--- config.mk ---
export PLATFORM = sky130hd
export DESIGN_NAME = dmwp_engine
export DESIGN_NICKNAME = d
export VERILOG_FILES = /design/src/verilog/dmwp_pkg.sv /design/src/verilog/dmwp_engine.sv
export SDC_FILE = /design/constraint.sdc
export NUM_CORES = 2
export LEC_CHECK = 0
export ABC_AREA = 1
export BUFFER_PORTS_ARGS = -buffer_cell sky130_fd_sc_hd__buf_2
export CORE_MARGIN = 1.5
export CORE_UTILIZATION = 50
export CTS_CLUSTER_SIZE = 40
export DETAILED_ROUTE_END_ITERATION = 10
export GPL_TIMING_DRIVEN = 1
export PLACE_DENSITY_LB_ADDON = 0.15
export REMOVE_ABC_BUFFERS = 1
export SYNTH_ARGS = -nofsm -noshare
export SYNTH_HDL_FRONTEND = slang
export SYNTH_SLANG_ARGS = --single-unit
--- constraint.sdc ---
create_clock -name i_clk -period 5.25 [get_ports i_clk]
set_input_delay 0.525 -clock i_clk [delete_from_list [all_inputs] [get_ports i_clk]]
set_output_delay 0.525 -clock i_clk [all_outputs]
set_load 0.05 [all_outputs]
--- src/verilog/dmwp_pkg.sv ---
// constants, register map and types for the debug memory write policy engine
package dmwp_pkg;

  // ==========================================================
  // clock and register map
  localparam int unsigned CLK_MHZ = 250;
  localparam logic [7:0] ADDR_CTRL = 8'h00;
  localparam logic [7:0] ADDR_RCYC = 8'h04;
  localparam logic [7:0] ADDR_WCYC = 8'h08;
  localparam logic [7:0] ADDR_FREQ = 8'h0C;
  localparam logic [7:0] ADDR_RUS = 8'h10;
  localparam logic [7:0] ADDR_WUS = 8'h14;
  localparam logic [7:0] ADDR_STAT = 8'h18;
  localparam logic [7:0] ADDR_HIMPL = 8'h1C;
  localparam logic [1:0] RESP_OKAY = 2'h0;
  localparam logic [1:0] RESP_SLVERR = 2'h2;

  // ==========================================================
  // control fields
  localparam int unsigned CTRL_DPOL_LSB = 0;
  localparam int unsigned CTRL_IPOL_LSB = 2;
  localparam int unsigned CTRL_TMODE_BIT = 4;
  localparam int unsigned HI_ICE_BIT = 15;
  localparam int unsigned HI_DCE_BIT = 14;
  localparam logic [31:0] FREQ_RST = 32'h0000_0190;
  localparam logic [31:0] FREQ_MIN = 32'h0000_0064;
  localparam logic [31:0] FREQ_MAX = 32'h0000_02BC;
  localparam logic [31:0] CYC_MAX = 32'hEE6B_2800;
  localparam logic [31:0] US_MAX = 32'h0098_9680;
  localparam logic [31:0] ZERO32 = 32'h0000_0000;

  // data write policies
  typedef enum logic [1:0] {
    DPOL_COPY_BACK_COHERENT = 2'h0,
    DPOL_THRU = 2'h1,
    DPOL_BYPASS = 2'h2
  } dmwp_dpol_t;

  // instruction write policies
  typedef enum logic [1:0] {
    IPOL_UPD_DCU = 2'h0,
    IPOL_UPD_DCB = 2'h1,
    IPOL_INV_DCB = 2'h2,
    IPOL_INV_DCU = 2'h3
  } dmwp_ipol_t;

  // access kinds from the debugger
  typedef enum logic [1:0] {
    KIND_UNSPEC = 2'h0,
    KIND_INSTR = 2'h1,
    KIND_DATA = 2'h2,
    KIND_DOWNLOAD = 2'h3
  } dmwp_kind_t;

  // debugger memory request
  typedef struct packed {
    logic we;
    dmwp_kind_t kind;
    logic [31:0] addr;
    logic [31:0] data;
  } dmwp_req_t;

  // one action set toward the core
  typedef struct packed {
    logic mem_wr;
    logic mem_rd;
    logic icache_upd;
    logic icache_inv;
    logic dcache_upd;
    logic dcache_dirty;
    logic dcache_inv;
    logic [31:0] addr;
    logic [31:0] data;
  } dmwp_act_t;

endpackage

--- src/verilog/dmwp_engine.sv ---
// debug memory write policy engine with access delays and AXI4-Lite registers
//
// Register access over AXI4-Lite and the register offsets are this design's own decisions.
`timescale 1ns/100ps

// Summary of operation
// - copy-back data write hit updates cache line only and marks it dirty.
// - copy-back data write miss writes physical memory only.
// - write-through data hit updates cache and memory.
// - write-through data miss writes memory only.
// - bypass data write goes to memory only, cache ignored.
// - code download writes memory and invalidates each enabled cache at that address.
// - unspecified write type is handled as instruction write.
// - both caches off: instruction write goes to memory, policy ignored.
// - instruction cache off: write memory, data cache per instruction policy.
// - update-instr bypass-data: icache hit updated with memory, dcache untouched.
// - update-both: hits update both caches and memory.
// - invalidate-instr bypass-data: invalidate icache line, memory only.
// - invalidate-instr update-data: invalidate icache, write memory, update dcache hit.
// - cycle read delay is count over core frequency, default none.
// - cycle write delay is count over core frequency, default none.
// - microsecond read delay up to ten million, default none.
// - microsecond write delay up to ten million, default none.
// - cache enable bits come from the hardware implementation register.
// - data cache off: data write goes to memory, policy ignored.
module dmwp_engine
  import dmwp_pkg::*;
(
  // clock and reset
  input wire logic i_clk,
  input wire logic i_rst_n,
  // axi4-lite slave
  input wire logic [7:0] i_awaddr,
  input wire logic i_awvalid,
  output logic o_awready,
  input wire logic [31:0] i_wdata,
  input wire logic [3:0] i_wstrb,
  input wire logic i_wvalid,
  output logic o_wready,
  output logic [1:0] o_bresp,
  output logic o_bvalid,
  input wire logic i_bready,
  input wire logic [7:0] i_araddr,
  input wire logic i_arvalid,
  output logic o_arready,
  output logic [31:0] o_rdata,
  output logic [1:0] o_rresp,
  output logic o_rvalid,
  input wire logic i_rready,
  // debugger request side
  input wire dmwp_req_t i_req,
  input wire logic i_req_valid,
  output logic o_req_ready,
  output logic o_done,
  output logic [31:0] o_rd_data,
  // core side: cache lookup
  output logic o_lookup,
  output logic [31:0] o_lookup_addr,
  input wire logic i_lookup_done,
  input wire logic i_ihit,
  input wire logic i_dhit,
  // core side: actions
  output dmwp_act_t o_act,
  output logic o_act_valid,
  input wire logic i_act_done,
  input wire logic [31:0] i_act_rdata
);

  // ==========================================================
  // registers
  typedef enum logic [4:0] {
    ST_IDLE = 5'b00001,
    ST_LOOK = 5'b00010,
    ST_ACT = 5'b00100,
    ST_WAIT = 5'b01000,
    ST_DONE = 5'b10000
  } dmwp_st_t;

  dmwp_st_t st_r, st_nxt;
  dmwp_req_t req_r;
  dmwp_act_t act_r;
  logic [31:0] ctrl_r, rcyc_r, wcyc_r, freq_r, rus_r, wus_r, himpl_r;
  logic [31:0] rdat_r;
  logic [63:0] cnt_r;
  logic aw_got_r, w_got_r;
  logic [7:0] aw_addr_r;
  logic [31:0] w_data_r;
  logic [3:0] w_strb_r;
  logic bad_r;

  // ==========================================================
  // register bus
  wire aw_hs = i_awvalid & o_awready;
  wire w_hs = i_wvalid & o_wready;
  wire [7:0] wa = aw_hs ? i_awaddr : aw_addr_r;
  wire [31:0] wd = w_hs ? i_wdata : w_data_r;
  wire wr_go = (aw_got_r | aw_hs) & (w_got_r | w_hs) & ~o_bvalid;
  // strobes are kept with the data so an early w beat still merges bytes
  wire [3:0] ws = w_hs ? i_wstrb : w_strb_r;
  wire [31:0] wmask = {{8{ws[3]}}, {8{ws[2]}}, {8{ws[1]}}, {8{ws[0]}}};
  // registers only change between accesses so a running delay stays consistent
  wire cfg_ok = st_r == ST_IDLE;
  wire wr_hit = (wa == ADDR_CTRL) | (wa == ADDR_RCYC) | (wa == ADDR_WCYC) | (wa == ADDR_FREQ)
    | (wa == ADDR_RUS) | (wa == ADDR_WUS) | (wa == ADDR_HIMPL);
  wire [31:0] wv_ctrl = (ctrl_r & ~wmask) | (wd & wmask);
  wire [31:0] wv_rcyc = (rcyc_r & ~wmask) | (wd & wmask);
  wire [31:0] wv_wcyc = (wcyc_r & ~wmask) | (wd & wmask);
  wire [31:0] wv_freq = (freq_r & ~wmask) | (wd & wmask);
  wire [31:0] wv_rus = (rus_r & ~wmask) | (wd & wmask);
  wire [31:0] wv_wus = (wus_r & ~wmask) | (wd & wmask);
  wire [31:0] wv_hi = (himpl_r & ~wmask) | (wd & wmask);
  wire range_ok = (wa == ADDR_FREQ) ? (wv_freq >= FREQ_MIN && wv_freq <= FREQ_MAX)
    : (wa == ADDR_RCYC) ? (wv_rcyc <= CYC_MAX)
    : (wa == ADDR_WCYC) ? (wv_wcyc <= CYC_MAX)
    : (wa == ADDR_RUS) ? (wv_rus <= US_MAX)
    : (wa == ADDR_WUS) ? (wv_wus <= US_MAX) : 1'b1;
  wire wr_ok = wr_hit & range_ok & cfg_ok;
  assign o_awready = ~aw_got_r & ~o_bvalid;
  assign o_wready = ~w_got_r & ~o_bvalid;
  assign o_arready = ~o_rvalid;

  logic [31:0] rd_mux;
  wire [31:0] stat_w = {27'h0, st_r};
  always_comb
  begin
    if (i_araddr == ADDR_CTRL) rd_mux = ctrl_r;
    else if (i_araddr == ADDR_RCYC) rd_mux = rcyc_r;
    else if (i_araddr == ADDR_WCYC) rd_mux = wcyc_r;
    else if (i_araddr == ADDR_FREQ) rd_mux = freq_r;
    else if (i_araddr == ADDR_RUS) rd_mux = rus_r;
    else if (i_araddr == ADDR_WUS) rd_mux = wus_r;
    else if (i_araddr == ADDR_STAT) rd_mux = stat_w;
    else if (i_araddr == ADDR_HIMPL) rd_mux = himpl_r;
    else rd_mux = ZERO32;
  end
  wire rd_hit = (i_araddr == ADDR_CTRL) | (i_araddr == ADDR_RCYC) | (i_araddr == ADDR_WCYC)
    | (i_araddr == ADDR_FREQ) | (i_araddr == ADDR_RUS) | (i_araddr == ADDR_WUS)
    | (i_araddr == ADDR_STAT) | (i_araddr == ADDR_HIMPL);

  always_ff @(posedge i_clk)
  begin
    if (!i_rst_n)
    begin
      aw_got_r <= 1'b0;
      w_got_r <= 1'b0;
      aw_addr_r <= 8'h00;
      w_data_r <= ZERO32;
      w_strb_r <= 4'h0;
      o_bvalid <= 1'b0;
      o_bresp <= RESP_OKAY;
      o_rvalid <= 1'b0;
      o_rresp <= RESP_OKAY;
      o_rdata <= ZERO32;
    end
    else
    begin
      if (wr_go)
      begin
        aw_got_r <= 1'b0;
        w_got_r <= 1'b0;
        o_bvalid <= 1'b1;
        o_bresp <= wr_ok ? RESP_OKAY : RESP_SLVERR;
      end
      else
      begin
        if (aw_hs) aw_got_r <= 1'b1;
        if (w_hs) w_got_r <= 1'b1;
        if (o_bvalid && i_bready) o_bvalid <= 1'b0;
      end
      if (aw_hs) aw_addr_r <= i_awaddr;
      if (w_hs) w_data_r <= i_wdata;
      if (w_hs) w_strb_r <= i_wstrb;
      if (i_arvalid && o_arready)
      begin
        o_rvalid <= 1'b1;
        o_rdata <= rd_mux;
        o_rresp <= rd_hit ? RESP_OKAY : RESP_SLVERR;
      end
      else if (o_rvalid && i_rready) o_rvalid <= 1'b0;
    end
  end

  // cache enables live in the hardware_impl_register
  wire instr_cache_enable_bit = himpl_r[HI_ICE_BIT];
  wire dce = himpl_r[HI_DCE_BIT];
  always_ff @(posedge i_clk)
  begin
    if (!i_rst_n)
    begin
      ctrl_r <= ZERO32;
      rcyc_r <= ZERO32;
      wcyc_r <= ZERO32;
      rus_r <= ZERO32;
      wus_r <= ZERO32;
      freq_r <= FREQ_RST;
      himpl_r <= ZERO32;
    end
    else if (wr_go && wr_ok)
    begin
      if (wa == ADDR_CTRL) ctrl_r <= wv_ctrl;
      else if (wa == ADDR_RCYC) rcyc_r <= wv_rcyc;
      else if (wa == ADDR_WCYC) wcyc_r <= wv_wcyc;
      else if (wa == ADDR_FREQ) freq_r <= wv_freq;
      else if (wa == ADDR_RUS) rus_r <= wv_rus;
      else if (wa == ADDR_WUS) wus_r <= wv_wus;
      else if (wa == ADDR_HIMPL) himpl_r <= wv_hi;
    end
  end

  // ==========================================================
  // write policy decode
  wire [1:0] dpol = ctrl_r[CTRL_DPOL_LSB +: 2];
  wire [1:0] ipol = ctrl_r[CTRL_IPOL_LSB +: 2];
  wire tmode = ctrl_r[CTRL_TMODE_BIT];
  // only enabled caches can hit; lookup result is taken first
  wire ih = i_ihit & instr_cache_enable_bit;
  wire dh = i_dhit & dce;
  wire is_dl = req_r.kind == KIND_DOWNLOAD;
  wire is_data = req_r.kind == KIND_DATA;
  wire i_upd = (ipol == IPOL_UPD_DCU) || (ipol == IPOL_UPD_DCB);
  wire i_dcu = (ipol == IPOL_UPD_DCU) || (ipol == IPOL_INV_DCU);

  dmwp_act_t pol;
  always_comb
  begin
    pol = '0;
    pol.addr = req_r.addr;
    pol.data = req_r.data;
    if (!req_r.we) pol.mem_rd = 1'b1;
    else if (is_dl)
    begin
      pol.mem_wr = 1'b1;
      pol.icache_inv = instr_cache_enable_bit;
      pol.dcache_inv = dce;
    end
    else if (is_data)
    begin
      if (!dce || dpol == DPOL_BYPASS) pol.mem_wr = 1'b1;
      else if (dpol == DPOL_THRU)
      begin
        pol.mem_wr = 1'b1;
        pol.dcache_upd = dh;
      end
      else
      begin
        pol.mem_wr = ~dh;
        pol.dcache_upd = dh;
        pol.dcache_dirty = dh;
      end
    end
    else
    begin
      // unspecified kind lands here as an instruction write
      pol.mem_wr = 1'b1;
      pol.icache_upd = ih & i_upd;
      pol.icache_inv = ih & ~i_upd;
      pol.dcache_upd = dh & i_dcu;
    end
  end

  // ==========================================================
  // delay: cycles*CLK_MHZ/freq or us*CLK_MHZ probe clocks
  wire [31:0] cyc_sel = req_r.we ? wcyc_r : rcyc_r;
  wire [31:0] us_sel = req_r.we ? wus_r : rus_r;
  wire [63:0] dly_load = tmode ? (64'(us_sel) * 64'(CLK_MHZ))
    : (64'(cyc_sel) * 64'(CLK_MHZ));
  // cycle mode: take core MHz off per probe clock, so the stall is count/freq in time
  wire [63:0] dec = tmode ? 64'h1 : 64'(freq_r);

  always_comb
  begin
    st_nxt = st_r;
    case (st_r)
      ST_IDLE: if (i_req_valid) st_nxt = i_req.we ? ST_LOOK : ST_ACT;
      ST_LOOK: if (i_lookup_done) st_nxt = ST_ACT;
      ST_ACT: if (i_act_done) st_nxt = ST_WAIT;
      ST_WAIT: if (cnt_r == 64'h0) st_nxt = ST_DONE;
      ST_DONE: st_nxt = ST_IDLE;
      default: st_nxt = ST_IDLE;
    endcase
  end

  always_ff @(posedge i_clk)
  begin
    if (!i_rst_n)
    begin
      st_r <= ST_IDLE;
      req_r <= '0;
      act_r <= '0;
      cnt_r <= 64'h0;
      rdat_r <= ZERO32;
    end
    else
    begin
      st_r <= st_nxt;
      if (st_r == ST_IDLE && i_req_valid) req_r <= i_req;
      if (st_r == ST_IDLE && i_req_valid && !i_req.we)
        act_r <= '{mem_rd: 1'b1, addr: i_req.addr, data: i_req.data, default: 1'b0};
      if (st_r == ST_LOOK && i_lookup_done) act_r <= pol;
      if (st_r == ST_ACT && i_act_done)
      begin
        cnt_r <= dly_load;
        if (!req_r.we) rdat_r <= i_act_rdata;
      end
      if (st_r == ST_WAIT && cnt_r != 64'h0)
        cnt_r <= (cnt_r <= dec) ? 64'h0 : cnt_r - dec;
    end
  end

  // ==========================================================
  // outputs
  assign o_req_ready = st_r == ST_IDLE;
  assign o_lookup = st_r == ST_LOOK;
  assign o_lookup_addr = req_r.addr;
  assign o_act = act_r;
  assign o_act_valid = st_r == ST_ACT;
  assign o_done = st_r == ST_DONE;
  assign o_rd_data = rdat_r;

endmodule // dmwp_engine

==> results_dict.tcl <==
set metrics [dict create \
    grt_pass1_wl_um 221000 \
    max_cap_viol_count 0 \
    area_delta_synth_final_pct 22.7 \
    dp.final_hpwl_um 110000 \
    portBuffers 340 \
    grt.total_usage_pct 34.0 \
    async_flop_share_pct 0 \
    start_kind "flip-flop" \
    syn_area_um2 40600 \
    grt_pass1_vias 39800 \
    clk_latency_ns 0.67 \
    hold_ws_ns 0.0861 \
    period_share_pct 100 \
    peakVddDrop_uv 254 \
    start_util_pct 50.5 \
    drv_slew 0 \
    cts.sinks 545 \
    final_common_cell "nand2_1" \
    cts_htree_levels 2 \
    routed_wl_um 147000 \
    wl_per_cell_um 19.0 \
    cts_tree "yes" \
    violations "setup timing" \
    rsz0062_at_grt "true" \
    setup_violations 1 \
    dieHeight_um 288 \
    drtPass1Iterations 7 \
    cp_data_arrival_time_ns 5.81 \
    synth_edf_count 0 \
    cts.path.max_buffers 3 \
    mostFrequentLayoutCells "nand2_1 (1236), inv_1 (997), dfxtp_1 (544), o21ai_0 (525), nor2_1 (524)" \
    fin_nets 7228 \
    antenna_found_initial 7 \
    cp_max_fo 7 \
    syn_area_per_cell_um2 6.73 \
    gp_congestion 0.998 \
    ys_seq_area_share_pct 26.9 \
    setup_slack_ns -0.00869 \
    hp-class "primary input to flip-flop" \
    rows 104 \
    fmax_mhz 190 \
    vias 42400 \
    hold_viol_final 0 \
    grt_start_max_net_pins 148 \
    synthFlopType "dfxtp_1" \
    root_buffer "clkbuf_16" \
    drc 0 \
    ant_nets 0 \
    end_kind "flip-flop" \
    ios 343 \
    numCtsBuffers 60 \
    tightest_slew_ns 1.20 \
    core_area_um2 80400 \
    drtIter0Drc 4165 \
    outcome "finished with violations" \
    max-slew-margin-rel_pct 20.0 \
    required_ns 5.80 \
    clk_pin_slew_ns 0.06 \
    fp.dieW_um 288 \
    dieArea_um2 82900 \
    p_leak_nw 24.9 \
    final.min_clock_period_ns 5.26 \
    fin_setup_tns_ns -0.00869 \
    globalRoute.totalOverflow 0 \
    drive_gt1_share_pct 18.3 \
    vias_per_cell 5.48 \
    powerDensity_nw_per_um2 339 \
    yosysUniqueCellTypes 52 \
    skew_ns 0.0312 \
    yosysWarnings 0 \
    syn_inst 6031 \
    synth_seq_cells 545 \
    criticalPathCategory "flip-flop to flip-flop" \
]
cell type report:
cell class,count,area [um^2]
Tap cell,1060,1330
Clock buffer,91,1770
Fill cell,7678,30600
Antenna cell,8,20.0
Timing Repair Buffer,820,5530
Inverter,1033,3880
Multi-Input combinational cell,4164,26000
Sequential cell,545,10900
Clock inverter,16,365
worst paths after layout:
path	startpoint	endpoint	slack, ns	cells past startpoint
max	req_r[66]	cnt_r[31]	-0.009	26
min	i_act_rdata[0]	o_rd_data[0]	0.09	3
max reg2reg	req_r[66]	cnt_r[31]	-0.009	26
min reg2reg	o_rdata[26]	o_rdata[26]	0.46	2
power by group:
part | internal (mW) | switching (mW)
Clock | 2.76 | 1.86
Sequential | 4.29 | 0.0796
Combinational | 3.19 | 4.71
cell usage after synthesis (5+ instances only):
| cell | number | area (um^2) |
|---|---|---|
| nand2_1 | 1263 | 4740 |
| inv_1 | 1024 | 3840 |
| o21ai_0 | 619 | 3100 |
| nor2_1 | 558 | 2090 |
| dfxtp_1 | 545 | 10900 |
| nand3_1 | 423 | 2120 |
| a21oi_1 | 385 | 1930 |
| fa_1 | 237 | 4740 |
| clkbuf_1 | 213 | 800 |
| ha_1 | 204 | 2550 |
| a31oi_1 | 108 | 676 |
| nand4_1 | 35 | 219 |
| nor3_1 | 35 | 175 |
| buf_4 | 34 | 255 |
| o221ai_1 | 34 | 298 |
| o22ai_1 | 32 | 200 |
| a21o_1 | 26 | 195 |
| nor4_1 | 25 | 156 |
| or2_2 | 23 | 144 |
| xor2_1 | 23 | 201 |
| buf_2 | 22 | 110 |
| o211ai_1 | 21 | 158 |
| buf_1 | 19 | 71.3 |
| xnor2_1 | 18 | 158 |
| o21ai_1 | 13 | 65.1 |
| nand3b_1 | 11 | 82.6 |
| o21a_1 | 11 | 82.6 |
| nand2_2 | 8 | 50.1 |
| o2111ai_1 | 8 | 70.1 |
| o21bai_1 | 8 | 60.1 |
| a21boi_0 | 6 | 45.0 |
| clkinv_1 | 6 | 22.5 |
| and2_1 | 5 | 31.3 |
per-layer routing:
layer  vias up  global-route usage (%)  wire length [um]
li1      20500                       -                 -
met1     19800                    46.2             62600
met2      1754                    55.0             67000
met3       300                    5.20             11700
met4         4                    11.6              5320
met5         -                       0                34
cells by family (layout without fill, tap and decap cells):
group / Yosys count / after routing / synth area share [%]
other: 1 / 10 / 0.00924
flip-flops: 545 / 545 / 26.9
AND/OR/NAND/NOR: 2402 / 2402 / 24.5
XOR/XNOR: 41 / 41 / 0.885
adder cells (fa/ha/maj): 441 / 441 / 18.0
AO/OA/AOI/OAI: 1278 / 1278 / 17.1
buffers and inverters: 1323 / 1960 / 12.6
per-stage QoR:
step	instances	total power, mW	util, %	setup WS, ns	area (um^2)
floorplan	5742	8.39	-	-5.71	39300
global placement	7585	11.2	56.9	-0.661	45800
detailed placement	7585	11.3	56.9	-0.683	45800
CTS	7693	16.0	59.8	-0.0564	48100
global route	7734	17.8	61.9	-0.159	49800
finish	7737	16.9	61.9	-0.00869	49800
critical path, cell delays in order (launching register included):
cell      delay [ns]
dfxtp_4         0.40
buf_12          0.17
buf_12          0.15
buf_8           0.13
nand2_1         0.08
o21ai_2         0.07
buf_6           0.14
fa_1            0.56
fa_1            0.43
fa_1            0.47
fa_1            0.57
inv_2           0.05
ha_4            0.23
a21oi_2         0.16
inv_2           0.06
a31oi_1         0.18
buf_4           0.16
o211ai_1        0.15
a21oi_2         0.19
inv_1           0.07
nand2_1         0.08
a21oi_1         0.06
nand3b_1        0.22
o211ai_1        0.14
nand3_1         0.09
nand2_1         0.09
inv_1           0.04
repair_timing:
| action | CTS | global route |
|---|---|---|
| hold endpoints to repair | 0 | 0 |
| hold buffers | 0 | 0 |
| pin swaps | 3 | 113 |
| setup endpoints to repair | 22 | 27 |
| setup buffers | 1 | 36 |
| gates cloned | 0 | 1 |
| resized for setup | 74 | 348 |
Note: power is estimated with default switching activity, not from simulation.
